--- src/hw/ims_pkg.sv ---
/*
 * Shared constants and types of the two-wire bus master sequencer.
 * Assumes a single instruction clock; no other package is needed.
 */
package ims_pkg;

    localparam int BAUD_W = 12;
    localparam int DATA_W = 8;
    localparam int CTRL_W = 5;

    // Event codes of the low control bits, one-hot
    localparam logic [CTRL_W-1:0] EV_NONE    = 5'h00;
    localparam logic [CTRL_W-1:0] EV_START   = 5'h01;
    localparam logic [CTRL_W-1:0] EV_RESTART = 5'h02;
    localparam logic [CTRL_W-1:0] EV_STOP    = 5'h04;
    localparam logic [CTRL_W-1:0] EV_RECEIVE = 5'h08;
    localparam logic [CTRL_W-1:0] EV_ACK     = 5'h10;

    // Baud counter step per instruction cycle
    localparam logic [BAUD_W-1:0] BAUD_STEP = 12'h002;

    // Bit counts: eight data bits, plus the acknowledge slot on transmit
    localparam logic [3:0] TX_LAST_BIT = 4'h8;
    localparam logic [3:0] RX_LAST_BIT = 4'h7;

    // Values after reset
    localparam logic [BAUD_W-1:0] BAUD_RST = 12'h000;
    localparam logic [DATA_W-1:0] DATA_RST = 8'h00;
    localparam logic [3:0]        BIT_RST  = 4'h0;
    localparam logic [1:0]        PH_RST   = 2'h0;
    localparam logic [1:0]        SYNC_RST = 2'h3;

    typedef enum logic [2:0] {
        ST_IDLE,
        ST_START,
        ST_RESTART,
        ST_STOP,
        ST_TX,
        ST_RX,
        ST_ACK
    } ims_state_t;

endpackage : ims_pkg

--- src/hw/ims_baud_gen.sv ---
/*
 * Baud counter with clock-line synchronisation for the bus master.
 * Assumes i_scl_high is already synchronised to i_mclk.
 */
`timescale 1ns/1ps
module ims_baud_gen (
    // Clock and reset
    input  wire logic                      i_mclk,
    input  wire logic                      i_rst_n,
    // Control
    input  wire logic                      i_run,
    input  wire logic                      i_released,
    input  wire logic                      i_scl_high,
    input  wire logic [ims_pkg::BAUD_W-1:0] i_reload,
    // Status
    output logic                           o_tick,
    output logic                           o_stalled
);

    typedef struct packed {
        logic [ims_pkg::BAUD_W-1:0] cnt;
        logic                       stalled;
    } ims_baud_t;

    ims_baud_t st_reg;
    ims_baud_t st_next;

    always_comb
    begin
        st_next = st_reg;
        o_tick  = 1'b0;
        if (!i_run)
        begin
            st_next.cnt     = i_reload;
            st_next.stalled = 1'b0;
        end
        else if (i_released && !i_scl_high)
        begin
            // Line still held low by someone: freeze the count
            st_next.stalled = 1'b1;
        end
        else if (st_reg.stalled)
        begin
            // Line seen high: full high time guaranteed
            st_next.stalled = 1'b0;
            st_next.cnt     = i_reload;
        end
        else if (st_reg.cnt < ims_pkg::BAUD_STEP)
        begin
            o_tick      = 1'b1;
            st_next.cnt = i_reload;
        end
        else
        begin
            st_next.cnt = st_reg.cnt - ims_pkg::BAUD_STEP;
        end
    end

    always_ff @(posedge i_mclk or negedge i_rst_n)
    begin
        if (!i_rst_n)
        begin
            st_reg <= '{cnt: ims_pkg::BAUD_RST, stalled: 1'b0};
        end
        else
        begin
            st_reg <= st_next;
        end
    end

    assign o_stalled = st_reg.stalled;
endmodule : ims_baud_gen

--- src/hw/ims_master.sv ---
/*
 * Two-wire bus master sequencer: start, restart, stop, byte transmit,
 * byte receive and acknowledge events, each launched by software.
 * Assumes open-drain pins outside; pin inputs are asynchronous.
 */
`timescale 1ns/1ps
module ims_master (
    // Clock and reset
    input  wire logic                       i_mclk,
    input  wire logic                       i_rst_n,
    // Control bits
    input  wire logic                       i_ctrl_we,
    input  wire logic [ims_pkg::CTRL_W-1:0] i_ctrl_bits,
    input  wire logic                       i_ack_level_select,
    input  wire logic [ims_pkg::BAUD_W-1:0] i_baud_reload_reg,
    output logic      [ims_pkg::CTRL_W-1:0] o_control_bits,
    output logic                            o_master_tx_active,
    // Data
    input  wire logic                       i_tx_we,
    input  wire logic [ims_pkg::DATA_W-1:0] i_tx_data_reg,
    input  wire logic                       i_rx_read,
    output logic      [ims_pkg::DATA_W-1:0] o_rx_data_reg,
    output logic                            o_rx_buffer_full,
    output logic                            o_ack_received,
    output logic                            o_master_event_irq,
    // Bus pins
    input  wire logic                       i_bus_clock_line,
    output logic                            o_bus_clock_line,
    output logic                            o_bus_clock_oe,
    input  wire logic                       i_bus_data_line,
    output logic                            o_bus_data_line,
    output logic                            o_bus_data_oe
);

    typedef struct packed {
        ims_pkg::ims_state_t        st;
        logic [1:0]                 ph;
        logic [3:0]                 bitn;
        logic [ims_pkg::DATA_W-1:0] shift;
        logic [ims_pkg::DATA_W-1:0] rx;
        logic                       rx_buffer_full;
        logic                       irq;
        logic                       ackd;
        logic                       scl_low;
        logic                       sda_low;
        logic [1:0]                 scl_s;
        logic [1:0]                 sda_s;
    } ims_master_t;

    ims_master_t r_reg;
    ims_master_t r_next;
    logic        tick;
    logic        stalled;

    // Declared ahead of the next-state logic that reads them
    localparam logic [1:0] PH_ONE  = 2'h1;
    localparam logic [3:0] RX_BIT7 = ims_pkg::RX_LAST_BIT;

    function automatic logic [ims_pkg::CTRL_W-1:0] ev_code(
        input ims_pkg::ims_state_t s);
        unique case (s)
            ims_pkg::ST_START:   ev_code = ims_pkg::EV_START;
            ims_pkg::ST_RESTART: ev_code = ims_pkg::EV_RESTART;
            ims_pkg::ST_STOP:    ev_code = ims_pkg::EV_STOP;
            ims_pkg::ST_RX:      ev_code = ims_pkg::EV_RECEIVE;
            ims_pkg::ST_ACK:     ev_code = ims_pkg::EV_ACK;
            default:             ev_code = ims_pkg::EV_NONE;
        endcase
    endfunction : ev_code

    // Runs outside ST_IDLE; there is no switch to turn synchronisation off
    ims_baud_gen u_baud (
        .i_mclk     (i_mclk),
        .i_rst_n    (i_rst_n),
        .i_run      (r_reg.st != ims_pkg::ST_IDLE),
        .i_released (!r_reg.scl_low),
        .i_scl_high (r_reg.scl_s[1]),
        .i_reload   (i_baud_reload_reg),
        .o_tick     (tick),
        .o_stalled  (stalled)
    );

    always_comb
    begin
        r_next       = r_reg;
        r_next.irq   = 1'b0;
        r_next.scl_s = {r_reg.scl_s[0], i_bus_clock_line};
        r_next.sda_s = {r_reg.sda_s[0], i_bus_data_line};
        if (i_rx_read)
        begin
            r_next.rx_buffer_full = 1'b0;
        end
        unique case (r_reg.st)
            ims_pkg::ST_IDLE:
            begin
                r_next.ph   = ims_pkg::PH_RST;
                r_next.bitn = ims_pkg::BIT_RST;
                // Priority only matters if software breaks one-hot use or writes the control bits and transmit data in one cycle
                if (i_ctrl_we && i_ctrl_bits[0])
                begin
                    r_next.st      = ims_pkg::ST_START;
                    r_next.sda_low = 1'b1;
                end
                else if (i_ctrl_we && i_ctrl_bits[1])
                begin
                    r_next.st      = ims_pkg::ST_RESTART;
                    r_next.scl_low = 1'b1;
                    r_next.sda_low = 1'b0;
                end
                else if (i_ctrl_we && i_ctrl_bits[2])
                begin
                    r_next.st      = ims_pkg::ST_STOP;
                    r_next.scl_low = 1'b1;
                    r_next.sda_low = 1'b1;
                end
                else if (i_ctrl_we && i_ctrl_bits[3])
                begin
                    r_next.st      = ims_pkg::ST_RX;
                    r_next.scl_low = 1'b1;
                    r_next.sda_low = 1'b0;
                end
                else if (i_ctrl_we && i_ctrl_bits[4])
                begin
                    r_next.st      = ims_pkg::ST_ACK;
                    r_next.scl_low = 1'b1;
                    r_next.sda_low = !i_ack_level_select;
                end
                else if (i_tx_we)
                begin
                    r_next.st      = ims_pkg::ST_TX;
                    r_next.shift   = i_tx_data_reg;
                    r_next.scl_low = 1'b1;
                    r_next.sda_low = !i_tx_data_reg[7];
                end
            end
            ims_pkg::ST_START:
            begin
                if (tick)
                begin
                    r_next.ph = r_reg.ph + 2'h1;
                    if (r_reg.ph != PH_ONE)
                    begin
                        r_next.scl_low = 1'b1;
                    end
                    else
                    begin
                        r_next.st  = ims_pkg::ST_IDLE;
                        r_next.irq = 1'b1;
                    end
                end
            end
            ims_pkg::ST_RESTART,
            ims_pkg::ST_STOP:
            begin
                if (tick)
                begin
                    r_next.ph = r_reg.ph + 2'h1;
                    unique case (r_reg.ph)
                        2'h0:    r_next.scl_low = 1'b0;
                        2'h1:    r_next.sda_low =
                                     (r_reg.st == ims_pkg::ST_RESTART);
                        default:
                        begin
                            r_next.scl_low = (r_reg.st == ims_pkg::ST_RESTART);
                            r_next.st      = ims_pkg::ST_IDLE;
                            r_next.irq     = 1'b1;
                        end
                    endcase
                end
            end
            ims_pkg::ST_TX,
            ims_pkg::ST_RX,
            ims_pkg::ST_ACK:
            begin
                if (tick && r_reg.ph == ims_pkg::PH_RST)
                begin
                    r_next.ph      = PH_ONE;
                    r_next.scl_low = 1'b0;
                end
                else if (tick)
                begin
                    // Data sampled at the end of the high half
                    r_next.ph      = ims_pkg::PH_RST;
                    r_next.scl_low = 1'b1;
                    r_next.bitn    = r_reg.bitn + 4'h1;
                    r_next.shift   = {r_reg.shift[6:0], r_reg.sda_s[1]};
                    if (r_reg.st == ims_pkg::ST_ACK)
                    begin
                        r_next.st  = ims_pkg::ST_IDLE;
                        r_next.irq = 1'b1;
                    end
                    else if (r_reg.st == ims_pkg::ST_RX)
                    begin
                        if (r_reg.bitn == ims_pkg::RX_LAST_BIT)
                        begin
                            r_next.rx  = r_next.shift;
                            r_next.rx_buffer_full = 1'b1;
                            r_next.st  = ims_pkg::ST_IDLE;
                            r_next.irq = 1'b1;
                        end
                    end
                    else if (r_reg.bitn == ims_pkg::TX_LAST_BIT)
                    begin
                        r_next.ackd = !r_reg.sda_s[1];
                        r_next.st   = ims_pkg::ST_IDLE;
                        r_next.irq  = 1'b1;
                    end
                    else
                    begin
                        // Drive the next data bit, or release data for the acknowledge slot after bit 7
                        r_next.sda_low =
                            (r_reg.bitn != RX_BIT7) && !r_reg.shift[6];
                    end
                end
            end
            default:
            begin
                r_next.st = ims_pkg::ST_IDLE;
            end
        endcase
    end

    always_ff @(posedge i_mclk or negedge i_rst_n)
    begin
        if (!i_rst_n)
        begin
            r_reg <= '{st: ims_pkg::ST_IDLE, ph: ims_pkg::PH_RST,
                       bitn: ims_pkg::BIT_RST, shift: ims_pkg::DATA_RST,
                       rx: ims_pkg::DATA_RST, rx_buffer_full: 1'b0, irq: 1'b0,
                       ackd: 1'b0, scl_low: 1'b0, sda_low: 1'b0,
                       scl_s: ims_pkg::SYNC_RST, sda_s: ims_pkg::SYNC_RST};
        end
        else
        begin
            r_reg <= r_next;
        end
    end

    assign o_control_bits     = ev_code(r_reg.st);
    assign o_master_tx_active = (r_reg.st == ims_pkg::ST_TX);
    assign o_rx_data_reg      = r_reg.rx;
    assign o_rx_buffer_full   = r_reg.rx_buffer_full;
    assign o_ack_received     = r_reg.ackd;
    assign o_master_event_irq = r_reg.irq;
    assign o_bus_clock_line   = 1'b0;
    assign o_bus_clock_oe     = r_reg.scl_low;
    assign o_bus_data_line    = 1'b0;
    assign o_bus_data_oe      = r_reg.sda_low;
endmodule : ims_master

--- config.mk ---
export PLATFORM = sky130hd
export DESIGN_NAME = ims_master
export DESIGN_NICKNAME = d
export VERILOG_FILES = /design/src/hw/ims_pkg.sv /design/src/hw/ims_baud_gen.sv /design/src/hw/ims_master.sv
export SDC_FILE = /design/constraint.sdc
export NUM_CORES = 1
export LEC_CHECK = 0
export BUFFER_PORTS_ARGS = -buffer_cell sky130_fd_sc_hd__buf_2
export CORE_MARGIN = 2
export CORE_UTILIZATION = 42
export CTS_BUF_LIST = sky130_fd_sc_hd__clkbuf_4 sky130_fd_sc_hd__clkbuf_8
export CTS_CLUSTER_DIAMETER = 120
export DETAILED_ROUTE_END_ITERATION = 8
export PLACE_DENSITY = 0.67
export REMOVE_ABC_BUFFERS = 1
export SLEW_MARGIN = 25
export SYNTH_ARGS = -nofsm -noshare
export SYNTH_HDL_FRONTEND = slang
export SYNTH_SLANG_ARGS = --single-unit
--- constraint.sdc ---
create_clock -name i_mclk -period 6.1 [get_ports i_mclk]
set_input_delay 0.915 -clock i_mclk [delete_from_list [all_inputs] [get_ports i_mclk]]
set_output_delay 0.915 -clock i_mclk [all_outputs]
set_load 0.005 [all_outputs]
==> results_dict.tcl <==
set metrics [dict create \
    die_x_um 84.5 \
    slew_violations 0 \
    dp_hpwl_mm 4.06 \
    drive_gt1_share_pct 24.4 \
    tightest_slew_ps 802 \
    vias 2278 \
    required_ps 6290 \
    cts_root_buf "clkbuf_8" \
    initial_core_util_pct 43.1 \
    arrival_ps 3220 \
    fmaxAchievable_ghz 0.330 \
    hold_buffers 0 \
    ir_drop_mv 0.240 \
    syn-instance-count 297 \
    synth-async-reset-ratio_pct 100 \
    mostFrequentLayoutCell "buf_2" \
    core_area_mm2 0.00631 \
    io_pins 54 \
    seq_power_share_pct 41.8 \
    ys_ff_latch 45 \
    criticalPathCategory "register to register" \
    syn_area_per_cell_um2 9.15 \
    h-tree-depth 2 \
    p_clk_share_pct 16.1 \
    place.gp.congestion 0.839 \
    hold_class "register to register" \
    grt_max_degree 46 \
    grt_pass1_vias 2136 \
    timing.final.ws_setup_ps 3070 \
    power_density_mw_per_mm2 395 \
    outcome "finished, final reports clean" \
    ys.flop_type "dfrtp_1" \
    finalCritPeriodShare_pct 49.6 \
    cap_violations 0 \
    cts_tree "done" \
    yosys-top-cells-area "dfrtp_1 (38%), o21ai_0 (5.5%), mux2_4 (4.4%)" \
    finClkSkew_ps 6.05 \
    yosysTopAreaCell "dfrtp_1" \
    cts.clk_slew.worst_paths_ps 80 \
    nFillCells 622 \
    n_antenna_cell 0 \
    p_sw_mw 0.507 \
    leakage_nw 1.43 \
    drt_iter0_markers 122 \
    row_count 29 \
    synth_compound_area_share_pct 19.4 \
    largest_reg_flops 18 \
    grt_use_total_pct 17.5 \
    synth_xor_area_share_pct 0 \
    sw_frac_of_total_pct 42.3 \
    drcViolationCount 0 \
    fin_nets 369 \
    finalHoldViolCount 0 \
    ant_nets 0 \
    layout_common_cells "buf_2 (49), dfrtp_1 (41), o21ai_0 (30), nand2_1 (27), nor2_1 (24)" \
    synth-edff-count 0 \
    post_cts_buffers 0 \
    grt_antenna_before_repair 0 \
    slew_headroom_pct 46.1 \
    port_buffers 50 \
    synth-simple-area-share_pct 20.9 \
    ys_types 57 \
    insertion_delay_ps 300 \
    drt_first_pass_iters 4 \
    synthMuxAreaShare_pct 7.87 \
    clock_path_buffers 2 \
    synthToLayoutAreaGrowth_pct 11.5 \
    cp-end-kind "register" \
    die_area_mm2 0.00713 \
    cts.sinks 45 \
    grt_pass1_wl_mm 10.2 \
    netlist_area_mm2 0.00272 \
    crit_path_start_kind "register" \
    die_h_um 84.5 \
    synth_top_family_by_area "simple AND/OR/NAND/NOR gates" \
    synth_warnings 0 \
    cts_resized 0 \
    internal_power_mw 0.691 \
    place_ws_ps 3090 \
    post-route-min-period_ps 3030 \
    wl_per_cell_um 14.3 \
    setup_viol 0 \
    rsz0062_at_grt "no" \
    wl_mm 5.84 \
    gr-total-overflow 0 \
    synthAdderAreaFrac_pct 2.30 \
    synth_seq_area_share_pct 41.6 \
    yosysTopAreaCellShare_pct 37.7 \
    fin_tns_setup_ps 0 \
    power_frac_comb_pct 42.1 \
    vias_per_cell 5.57 \
    crit_fanout 20 \
    numCtsBuffers 5 \
]
==> per-stage QoR <==
step / area [um2] / utilization [%] / std cells / power (mW) / hold WS, ps
finish: 3030 / 48.0 / 409 / 1.20 / 362
global route: 3030 / 48.0 / 409 / 1.30 / 370
CTS: 3030 / 48.0 / 409 / 1.20 / 363
detailed placement: 2940 / 46.5 / 401 / 1.01 / 351
global placement: 2940 / 46.5 / 401 / 0.994 / 345
floorplan: 2580 / - / 272 / 0.848 / 345
==> area by class of cell <==
cell class	count	area, um2	area share [%]
flip-flops and latches	45	1130	37.3
inverters	17	63.8	2.10
repair buffers	52	268	8.83
clock inverters	1	7.51	0.248
well taps	77	96.3	3.18
clock buffers	7	83.8	2.77
multi-input cells	210	1380	45.6
==> power by group through the flow <==
stage	sequential, mW	clock, mW	combinational, mW
after global placement	0.500	0	0.494
after floorplan	0.471	0	0.377
after detailed placement	0.502	0	0.506
after CTS	0.498	0.198	0.507
final	0.501	0.193	0.505
after global routing	0.518	0.209	0.576
==> path summary, 6_finish.rpt <==
check	start	end	slack, ps	depth (start not counted)
min reg2reg	r_next[1]	r_reg[1]	360	0
max reg2reg	r_reg[32]	o_bus_clock_oe	3070	5
min	r_next[1]	r_reg[1]	360	0
max in group asynchronous	i_rst_n	u_baud.st_reg[11]	5100	1
max	r_reg[32]	o_bus_clock_oe	3070	5
min in group asynchronous	i_rst_n	o_rx_data_reg[4]	590	1
==> layer usage <==
metal	vias up	share of wire [%]	global-route usage [%]
met5	-	0	0
met4	0	0.98	4.91
met3	6	5.0	4.42
met2	49	46	27.2
met1	1094	48	24.4
li1	1129	-	-
==> kinds of logic (layout without fill, tap and decap cells) <==
logic type | Yosys count | in the layout
buffers and inverters | 43 | 77
other | 1 | 2
AND/OR/NAND/NOR | 106 | 106
multiplexers | 17 | 17
AO/OA/AOI/OAI | 80 | 80
adder cells (fa/ha/maj) | 5 | 5
flip-flops | 45 | 45
==> critical path, cell delays in order, from the launching register on <==
cell and delay [ps]:
dfrtp_1 710, nor3_1 150, nor3_1 680, nand2_1 460
a2111oi_1 520, mux2_2 380
==> synthesized netlist by cell type, types with 2 or more instances <==
cell type   n
nand2b_1    5
mux2i_1     6
nor2_1     24
nand3b_1    2
nand3_1    10
ha_1        5
clkbuf_1   11
a211o_1     2
and2_1      2
a31oi_1     4
nor3b_1     3
mux2_2      3
a32o_1      2
a221o_1     2
a211oi_1    2
o21ai_0    30
dfstp_2     4
and3b_1     2
mux2_4      8
o31ai_1     2
or3_1       5
nand2_1    27
o211ai_1    2
or4_4       2
a21oi_1    14
nor3_1      9
buf_4      10
inv_1      17
a2bb2oi_1   7
dfrtp_1    41
nor4_1      5
buf_2       3
a32oi_1     2
Note: power is estimated with default switching activity, not from simulation.
